$ cat src/gig_status_cfg.svh
// register offsets, field positions and reset values of the gigabit status group
`ifndef GIG_STATUS_CFG_SVH
`define GIG_STATUS_CFG_SVH

`define GSX_ADDR_LINK_STATUS   5'h0a
`define GSX_ADDR_EXT_CTRL      5'h0b
`define GSX_ADDR_EXT_WDATA     5'h0c
`define GSX_ADDR_EXT_RDATA     5'h0d
`define GSX_ADDR_ABILITY       5'h0f

`define GSX_LS_MS_FAULT        15
`define GSX_LS_MS_MASTER       14
`define GSX_LS_LOC_RCVR        13
`define GSX_LS_REM_RCVR        12
`define GSX_LS_LP_FD           11
`define GSX_LS_LP_HD           10
`define GSX_LS_IDLE_CNT_MSB    7

`define GSX_CTRL_DIR           15
`define GSX_CTRL_PAGE          8
`define GSX_CTRL_ADDR_MSB      7

`define GSX_ABILITY_VALUE      16'h3000
`define GSX_WORD_RESET         16'h0000
`define GSX_CNT_RESET          8'h00
`define GSX_CNT_MAX            8'hff

`endif

$ cat src/gig_status_pkg.sv
// types shared by the gigabit status register group
package gig_status_pkg;
  typedef logic [15:0] reg_word_t;
  typedef logic [7:0]  err_count_t;
  typedef logic [4:0]  reg_addr_t;
  typedef logic [7:0]  ext_addr_t;
endpackage : gig_status_pkg

$ cat src/gigabit_status_ext_access.sv
// gigabit link status, ability and extended register window of the management register set
`timescale 1ns/1ps
`include "gig_status_cfg.svh"

module gigabit_status_ext_access (
  input  wire logic                       I_CLK_SYS,
  input  wire logic                       I_RST_N,
  input  wire gig_status_pkg::reg_addr_t  I_REG_ADDR,
  input  wire logic                       I_REG_WR,
  input  wire logic                       I_REG_RD,
  input  wire gig_status_pkg::reg_word_t  I_REG_WDATA,
  output var  gig_status_pkg::reg_word_t  O_REG_RDATA,
  output logic                            O_REG_RVALID,
  input  wire logic                       I_MS_FAULT,
  input  wire logic                       I_MS_MASTER,
  input  wire logic                       I_LOC_RCVR_OK,
  input  wire logic                       I_REM_RCVR_OK,
  input  wire logic                       I_PARTNER_GIG_FULL_DUPLEX,
  input  wire logic                       I_PARTNER_GIG_HALF_DUPLEX,
  input  wire logic                       I_SYMBOL_EN,
  input  wire logic                       I_RX_IDLE,
  input  wire logic                       I_TX_SEND_N,
  input  wire logic                       I_RX_ERROR,
  output logic                            O_EXT_WR,
  output logic                            O_EXT_RD,
  output logic                            O_EXT_PAGE,
  output var  gig_status_pkg::ext_addr_t  O_EXT_ADDR,
  output var  gig_status_pkg::reg_word_t  O_EXT_WDATA,
  input  wire gig_status_pkg::reg_word_t  I_EXT_RDATA
);

  // decoded accesses and idle error condition
  logic rd_status;
  logic wr_ctrl;
  logic wr_data;
  logic idle_err;

  assign rd_status = I_REG_RD && (I_REG_ADDR == `GSX_ADDR_LINK_STATUS);
  assign wr_ctrl   = I_REG_WR && (I_REG_ADDR == `GSX_ADDR_EXT_CTRL);
  assign wr_data   = I_REG_WR && (I_REG_ADDR == `GSX_ADDR_EXT_WDATA);
  assign idle_err  = I_SYMBOL_EN && I_RX_IDLE && I_TX_SEND_N && I_RX_ERROR;

  // status state
  logic                       fault_r;
  logic                       fault_nxt;
  logic                       master_r;
  logic                       loc_ok_r;
  logic                       rem_ok_r;
  logic                       partner_gig_full_duplex_r;
  logic                       partner_gig_half_duplex_r;
  gig_status_pkg::err_count_t idle_cnt_r;
  gig_status_pkg::err_count_t idle_cnt_nxt;

  always_comb
  begin
    fault_nxt = fault_r;
    if (rd_status)
    begin
      fault_nxt = 1'b0;
    end
    if (I_MS_FAULT)
    begin
      fault_nxt = 1'b1;
    end
    idle_cnt_nxt = idle_cnt_r;
    if (rd_status)
    begin
      idle_cnt_nxt = `GSX_CNT_RESET;
    end
    if (idle_err)
    begin
      // an error in the clearing cycle counts as the first of the new run
      if (rd_status)
      begin
        idle_cnt_nxt = 8'h01;
      end
      else if (idle_cnt_r != `GSX_CNT_MAX)
      begin
        idle_cnt_nxt = idle_cnt_r + 8'h01;
      end
    end
  end

  always_ff @(posedge I_CLK_SYS)
  begin
    if (!I_RST_N)
    begin
      fault_r                   <= 1'b0;
      master_r                  <= 1'b0;
      loc_ok_r                  <= 1'b0;
      rem_ok_r                  <= 1'b0;
      partner_gig_full_duplex_r <= 1'b0;
      partner_gig_half_duplex_r <= 1'b0;
      idle_cnt_r                <= `GSX_CNT_RESET;
    end
    else
    begin
      fault_r                   <= fault_nxt;
      master_r                  <= I_MS_MASTER;
      loc_ok_r                  <= I_LOC_RCVR_OK;
      rem_ok_r                  <= I_REM_RCVR_OK;
      partner_gig_full_duplex_r <= I_PARTNER_GIG_FULL_DUPLEX;
      partner_gig_half_duplex_r <= I_PARTNER_GIG_HALF_DUPLEX;
      idle_cnt_r                <= idle_cnt_nxt;
    end
  end

  // extended window state
  logic                      dir_r;
  logic                      dir_nxt;
  logic                      page_r;
  logic                      page_nxt;
  gig_status_pkg::ext_addr_t addr_r;
  gig_status_pkg::ext_addr_t addr_nxt;
  gig_status_pkg::reg_word_t wdata_r;
  gig_status_pkg::reg_word_t wdata_nxt;
  gig_status_pkg::reg_word_t xrdata_r;
  gig_status_pkg::reg_word_t xrdata_nxt;
  logic                      ext_wr_r;
  logic                      ext_wr_nxt;
  logic                      ext_rd_r;
  logic                      ext_rd_nxt;

  always_comb
  begin
    dir_nxt    = dir_r;
    page_nxt   = page_r;
    addr_nxt   = addr_r;
    wdata_nxt  = wdata_r;
    xrdata_nxt = xrdata_r;
    ext_wr_nxt = 1'b0;
    ext_rd_nxt = 1'b0;
    if (wr_ctrl)
    begin
      dir_nxt    = I_REG_WDATA[`GSX_CTRL_DIR];
      page_nxt   = I_REG_WDATA[`GSX_CTRL_PAGE];
      addr_nxt   = I_REG_WDATA[`GSX_CTRL_ADDR_MSB:0];
      ext_rd_nxt = !I_REG_WDATA[`GSX_CTRL_DIR];
    end
    if (wr_data)
    begin
      wdata_nxt  = I_REG_WDATA;
      // a data write only reaches the extended space in write direction
      ext_wr_nxt = dir_r;
    end
    if (ext_rd_r)
    begin
      xrdata_nxt = I_EXT_RDATA;
    end
  end

  always_ff @(posedge I_CLK_SYS)
  begin
    if (!I_RST_N)
    begin
      dir_r    <= 1'b0;
      page_r   <= 1'b0;
      addr_r   <= 8'h00;
      wdata_r  <= `GSX_WORD_RESET;
      xrdata_r <= `GSX_WORD_RESET;
      ext_wr_r <= 1'b0;
      ext_rd_r <= 1'b0;
    end
    else
    begin
      dir_r    <= dir_nxt;
      page_r   <= page_nxt;
      addr_r   <= addr_nxt;
      wdata_r  <= wdata_nxt;
      xrdata_r <= xrdata_nxt;
      ext_wr_r <= ext_wr_nxt;
      ext_rd_r <= ext_rd_nxt;
    end
  end

  assign O_EXT_WR    = ext_wr_r;
  assign O_EXT_RD    = ext_rd_r;
  assign O_EXT_PAGE  = page_r;
  assign O_EXT_ADDR  = addr_r;
  assign O_EXT_WDATA = wdata_r;

  // read mux, answered one cycle after the strobe
  gig_status_pkg::reg_word_t rdata_r;
  gig_status_pkg::reg_word_t rdata_nxt;
  logic                      rvalid_r;
  logic                      rvalid_nxt;

  always_comb
  begin
    rdata_nxt  = rdata_r;
    rvalid_nxt = I_REG_RD;
    if (I_REG_RD)
    begin
      rdata_nxt = `GSX_WORD_RESET;
      unique case (I_REG_ADDR)
        `GSX_ADDR_LINK_STATUS:
        begin
          rdata_nxt[`GSX_LS_MS_FAULT]          = fault_r;
          rdata_nxt[`GSX_LS_MS_MASTER]         = master_r;
          rdata_nxt[`GSX_LS_LOC_RCVR]          = loc_ok_r;
          rdata_nxt[`GSX_LS_REM_RCVR]          = rem_ok_r;
          rdata_nxt[`GSX_LS_LP_FD]             = partner_gig_full_duplex_r;
          rdata_nxt[`GSX_LS_LP_HD]             = partner_gig_half_duplex_r;
          rdata_nxt[`GSX_LS_IDLE_CNT_MSB:0]    = idle_cnt_r;
        end
        `GSX_ADDR_EXT_CTRL:
        begin
          rdata_nxt[`GSX_CTRL_DIR]             = dir_r;
          rdata_nxt[`GSX_CTRL_PAGE]            = page_r;
          rdata_nxt[`GSX_CTRL_ADDR_MSB:0]      = addr_r;
        end
        `GSX_ADDR_EXT_WDATA: rdata_nxt = wdata_r;
        `GSX_ADDR_EXT_RDATA: rdata_nxt = xrdata_r;
        `GSX_ADDR_ABILITY:   rdata_nxt = `GSX_ABILITY_VALUE;
        default:             rdata_nxt = `GSX_WORD_RESET;
      endcase
    end
  end

  always_ff @(posedge I_CLK_SYS)
  begin
    if (!I_RST_N)
    begin
      rdata_r  <= `GSX_WORD_RESET;
      rvalid_r <= 1'b0;
    end
    else
    begin
      rdata_r  <= rdata_nxt;
      rvalid_r <= rvalid_nxt;
    end
  end

  assign O_REG_RDATA  = rdata_r;
  assign O_REG_RVALID = rvalid_r;
endmodule : gigabit_status_ext_access

$ cat config.mk
export PLATFORM = sky130hd
export DESIGN_NAME = gigabit_status_ext_access
export DESIGN_NICKNAME = d
export VERILOG_FILES = /design/src/gig_status_pkg.sv /design/src/gigabit_status_ext_access.sv
export VERILOG_INCLUDE_DIRS = /design/src /design/src/src
export SDC_FILE = /design/constraint.sdc
export NUM_CORES = 1
export LEC_CHECK = 0
export ABC_AREA = 1
export BUFFER_PORTS_ARGS = -buffer_cell sky130_fd_sc_hd__buf_2
export CAP_MARGIN = 5
export CORE_UTILIZATION = 55
export DETAILED_ROUTE_END_ITERATION = 7
export HOLD_SLACK_MARGIN = 0.05
export PLACE_DENSITY = 0.93
export REMOVE_ABC_BUFFERS = 1
export SYNTH_ARGS = -nofsm -noshare
export SYNTH_HDL_FRONTEND = slang
export SYNTH_SLANG_ARGS = --single-unit
$ cat constraint.sdc
create_clock -name I_CLK_SYS -period 3.18 [get_ports I_CLK_SYS]
set_clock_uncertainty 0.1 [all_clocks]
set_input_delay 0.159 -clock I_CLK_SYS [delete_from_list [all_inputs] [get_ports I_CLK_SYS]]
set_output_delay 0.159 -clock I_CLK_SYS [all_outputs]
set_load 0.005 [all_outputs]
==> run_results.csv, run 1 <==
group,metric,value,unit
clock_network,cts.sinks,75,
power,p_leak,2.01,nW
synthesis,synth-seq-cells,75,
hold_path,worstHoldPathType,"input pin to flip-flop",
sta,fin_setup_tns,0,ns
floorplan,dieWidth,78.6,um
worst_setup_path,slowest_delay,0.56,ns
synthesis,postSynthCellCount,449,
clock_network,root_buffer,"clkbuf_8",
worst_setup_path,cp_data_required_time,3.32,ns
worst_setup_path,critPathMaxFanout,15,
final_layout,n_fill_cell,423,
clock_network,cts_tree,"yes",
placed_design,numPortBuffers,94,
floorplan,ios,95,
worst_setup_path,endpoint_kind,"flip-flop",
final_layout,seq_area,0.00150,mm^2
clock_network,path_clk_slew,0.08,ns
floorplan,core,0.00557,mm^2
global_routing,antenna_found_initial,0,
route,drt-wirelength-per-cell,14.6,um
synthesis,synth-seq-area-share,46.6,%
floorplan,row_count,27,
final_layout,final_nets,625,
power,p_per_area,429,mW/mm^2
synthesis,yosysMostFrequentCell,"nand2_1",
synthesis,async_reset_ff_share,0,%
final_layout,multi_input_area,0.00151,mm^2
route,vias,3590,
power,power,1.84,mW
sta,setup_viol,0,
synthesis,synth_area,0.00322,mm^2
sta,maxSlewHeadroom,49.8,%
sta,final_max_slew_viol_count,0,
route,ant_nets,0,
clock_network,clockBufferDepth,2,
global_routing,first_global_vias,3399,
global_routing,grt_usage,32.0,%
worst_setup_path,arrival,1.95,ns
worst_setup_path,critical-path-slowest-cell,"dlygate4sd3_1",
synthesis,synth-edff-count,0,
sta,hold_violations,0,
clock_network,cts_max_level,3,
route,drt_iter0_drc,284,
synthesis,ys_types,26,
worst_setup_path,worstPathCellList,"buf_2, inv_2, nand2_1, nor2_2, nand3_1, a21oi_1, nor2_1, dlygate4sd3_1",
route,vias_per_cell,5.52,
synthesis,yosysWarnings,0,
power,max-vdd-ir-drop,305,uV
flow_run,cap_violations,0,
worst_setup_path,start_kind,"input pin",
sta,finalCriticalPeriod,1.81,ns
placed_design,gp_congestion,0.911,
final_layout,area_growth,32.8,%
global_routing,grt_max_degree,36,
sta,timing.final.crit_share,56.9,%
floorplan,die_height,78.6,um
sta,tightest_slew,0.753,ns
final_layout,drive_gt1_share,22.5,%
route,drt_wl_total,9.48,mm
final_layout,num_antenna_cells,0,
synthesis,ys.flop_type,"dfxtp_1",
global_routing,grt_pass1_wl,15.2,mm
route,remaining_drc_errors,0,
global_routing,gr-total-overflow,0,
worst_setup_path,path_class,"input pin to flip-flop",
floorplan,die_area,0.00617,mm^2
synthesis,synth_common_cells,"nand2_1, dfxtp_1, nand3_1, nor2_1, a21oi_1",
sta,rsz0062_at_grt,"no",
clock_network,insertion_delay,0.36,ns
placed_design,place_hpwl,6.26,mm
synthesis,synth_area_leaders,"dfxtp_1, nand2_1, nand3_1",
synthesis,synth_area_leader_cell,"dfxtp_1",
clock_network,postCtsSetupRepairBufs,0,
run_status,status,"complete, no violations",
final_layout,post-route-util,76.8,%
route,dr.pass1.iters,5,
floorplan,start_util,57.8,%
synthesis,synth_top_area_share,46.6,%
synthesis,syn_area_per_cell,7.18,um^2
sta,max_freq,553,MHz
clock_network,numCtsBuffers,9,
-- stage by stage --
step | std cells | setup WS [ns] | area, um^2 | hold slack (ns)
after floorplan | 424 | 1.44 | 3090 | 0.138
after global placement | 593 | 1.40 | 3680 | 0.239
after detailed placement | 593 | 1.29 | 3680 | 0.245
after CTS | 650 | 1.42 | 4280 | 0.127
after global routing | 650 | 1.25 | 4280 | 0.148
final | 650 | 1.37 | 4280 | 0.148
-- critical path, delay by kind of cell --
kind	cells	cell delay (ns)
simple gates	4	0.86
buf+inv	3	0.73
compound gates	1	0.20
-- final timing paths --
path | startpoint | endpoint | slack, ns | cells after the start
worst min-delay path | I_REG_WR | O_EXT_WDATA[13] | 0.15 | 3
worst max-delay path | I_REG_ADDR[4] | fault_r | 1.37 | 8
worst min register to register | O_REG_RDATA[7] | O_REG_RDATA[7] | 0.37 | 2
worst max register to register | idle_cnt_r[0] | idle_cnt_r[5] | 1.62 | 9
-- state kept, by name (all words and copies together) (netlist names), 8 cells and up --
register / cells
O_EXT_ADDR: 8
O_EXT_WDATA: 16
xrdata_r: 16
O_REG_RDATA: 16
idle_cnt_r: 8
-- logic make-up after synthesis --
| group | synth area share (%) |
|---|---|
| compound gates | 13.6 |
| buf+inv | 6.56 |
| flops | 46.6 |
| fa+ha+maj | 0.388 |
| xor+xnor | 0.272 |
| simple gates | 32.6 |
-- final cells by class --
class	count	share of cell area [%]
inverters	22	1.93
clock inverters	7	1.61
well taps	72	2.10
clock buffers	9	2.89
flip-flops and latches	75	35.1
multi-input cells	327	35.3
repair buffers	138	21.1
-- cells in the final DEF, fill, tap and decap left out, types with 3 or more instances in the layout --
cell,count
nand2_1,99
buf_2,94
dfxtp_1,75
nand3_1,64
nor2_1,63
dlygate4sd3_1,41
a21oi_1,34
o21ai_0,31
inv_1,18
o21bai_1,10
clkbuf_8,9
nor2_2,7
nor3_1,5
nand2_2,3
a21oi_2,3
clkinv_2,3
buf_4,3
-- report_power, final --
part / internal (mW) / total, mW / switching [mW]
registers: 0.949 / 0.956 / 0.00684
clock network: 0.359 / 0.725 / 0.366
logic: 0.0751 / 0.157 / 0.0817
-- per-layer routing --
layer | vias up | track usage, % | wire (um) | part of all wire, %
met5 | - | 0 | 0 | 0
met4 | 0 | 16.3 | 258 | 2.7
met3 | 26 | 5.93 | 746 | 7.9
met2 | 185 | 55.6 | 4790 | 51
met1 | 1661 | 37.3 | 3680 | 39
li1 | 1718 | - | - | -
-- what timing repair did --
| item | CTS | global route |
|---|---|---|
| resized for setup | 0 | 0 |
| endpoints found under the hold margin | 53 | 0 |
| hold buffers | 41 | 0 |
Note: power is estimated with default switching activity, not from simulation.
==> run 2: changes to the inputs <==
- CORE_UTILIZATION: 55 -> 46
- PLACE_DENSITY: 0.93 -> 0.84
- clock period: 3.18 -> 1.6 ns (I/O delays scaled with it)
==> run_results.csv, run 2 (synthesis gave the netlist of run 1 again) <==
group,metric,value,unit
clock_network,cts_max_level,3,
sta,max_freq,648,MHz
worst_setup_path,path_class,"input pin to flip-flop",
floorplan,start_util,47.4,%
route,ant_nets,0,
global_routing,antenna_found_initial,0,
route,vias,3690,
sta,finalCriticalPeriod,1.54,ns
flow_run,cap_violations,0,
placed_design,gp_congestion,0.844,
sta,tightest_slew,0.770,ns
global_routing,first_global_vias,3655,
global_routing,gr-total-overflow,0,
clock_network,cts.sinks,75,
global_routing,grt_pass1_wl,17.1,mm
power,power,3.56,mW
hold_path,worstHoldPathType,"input pin to flip-flop",
route,vias_per_cell,5.36,
route,remaining_drc_errors,0,
clock_network,insertion_delay,0.35,ns
clock_network,cts_tree,"yes",
placed_design,numPortBuffers,94,
clock_network,root_buffer,"clkbuf_8",
power,p_leak,2.08,nW
clock_network,path_clk_slew,0.08,ns
final_layout,layout_commonest_cell,"nand2_1",
worst_setup_path,start_kind,"input pin",
route,drt_iter0_drc,350,
worst_setup_path,r2r_slack,0.16,ns
clock_network,postCtsSetupRepairBufs,0,
floorplan,ios,95,
worst_setup_path,slowest_delay,0.57,ns
sta,rsz0062_at_grt,"no",
final_layout,num_antenna_cells,0,
worst_setup_path,critical-path-slowest-cell,"inv_1",
floorplan,core,0.00679,mm^2
final_layout,drive_gt1_share,24.5,%
clock_network,clockBufferDepth,2,
worst_setup_path,critPathBufInv,3,
final_layout,area_growth,36.8,%
sta,hold_violations,0,
worst_setup_path,worstPathCellList,"dlygate4sd3_1, buf_2, inv_1, o21bai_1, a21oi_1",
floorplan,die_height,85.7,um
route,dr.pass1.iters,5,
global_routing,grt_usage,29.9,%
placed_design,place_hpwl,6.37,mm
power,p_per_area,807,mW/mm^2
floorplan,dieWidth,85.7,um
worst_setup_path,arrival,1.67,ns
route,drt-wirelength-per-cell,15.1,um
worst_setup_path,critPathMaxFanout,24,
clock_network,numCtsBuffers,9,
floorplan,row_count,30,
sta,fin_setup_tns,0,ns
sta,setup_viol,0,
floorplan,die_area,0.00735,mm^2
final_layout,final_cell_mix,"nand2_1, buf_2, dfxtp_1",
sta,timing.final.crit_share,96.4,%
route,drt_wl_total,10.4,mm
power,max-vdd-ir-drop,531,uV
worst_setup_path,endpoint_kind,"flip-flop",
sta,maxSlewHeadroom,48.6,%
final_layout,final_nets,640,
worst_setup_path,cp_top_family,"buffers and inverters",
worst_setup_path,cp_data_required_time,1.73,ns
sta,final_max_slew_viol_count,0,
global_routing,grt_max_degree,25,
run_status,status,"complete, no violations",
## run 2: final timing paths
kind	depth (start not counted)	end	startpoint
setup / recovery	5	O_REG_RDATA[7]	I_REG_RD
hold / removal	4	O_EXT_WDATA[5]	I_REG_ADDR[0]
setup reg to reg	9	idle_cnt_r[5]	idle_cnt_r[0]
hold reg to reg	2	O_EXT_WR	dir_r
## run 2: tightest hold or removal path, delay by kind of cell
family                 cells  cell delay (ns)
AO/OA/AOI/OAI              1             0.06
buffers and inverters      1             0.17
AND/OR/NAND/NOR            2             0.15
## run 2: per-layer routing
layer | vias up | global-route usage [%] | share of wire (%)
met5 | - | 0 | 0
met4 | 0 | 12.9 | 3.4
met3 | 47 | 6.45 | 7.8
met2 | 199 | 53.7 | 50
met1 | 1688 | 34.4 | 39
li1 | 1756 | - | -
## run 2: stage by stage
step                cells  area, um^2  worst slack (ns)  utilization [%]  hold slack (ns)
global route          689        4410            0.0101             64.9           0.0955
floorplan             424        3090           -0.0592                -           0.0593
CTS                   689        4400            0.0762             64.8           0.0595
global placement      632        3820             0.123             56.2            0.167
finish                689        4410            0.0571             64.9           0.0723
detailed placement    632        3820            0.0985             56.2            0.166
## run 2: what timing repair did
item | 4_1_cts | 5_1_grt
endpoints found under the setup margin | 0 | 5
gates resized for setup | 0 | 3
hold buffers | 41 | 0
endpoints found under the hold margin | 52 | 0
## run 2: power breakdown
group / total [mW] / switching [mW] / internal, mW
clock network: 1.32 / 0.670 / 0.646
logic: 0.343 / 0.178 / 0.165
registers: 1.90 / 0.0117 / 1.89
## run 2: cell type report
| class | instances | area, um^2 |
|---|---|---|
| clock buffers | 14 | 163 |
| clock inverters | 2 | 10.0 |
| fillers | 560 | 2380 |
| inverters | 22 | 82.6 |
| multi-input cells | 327 | 1520 |
| flip-flops and latches | 75 | 1500 |
| well taps | 96 | 120 |
| repair buffers | 153 | 1020 |
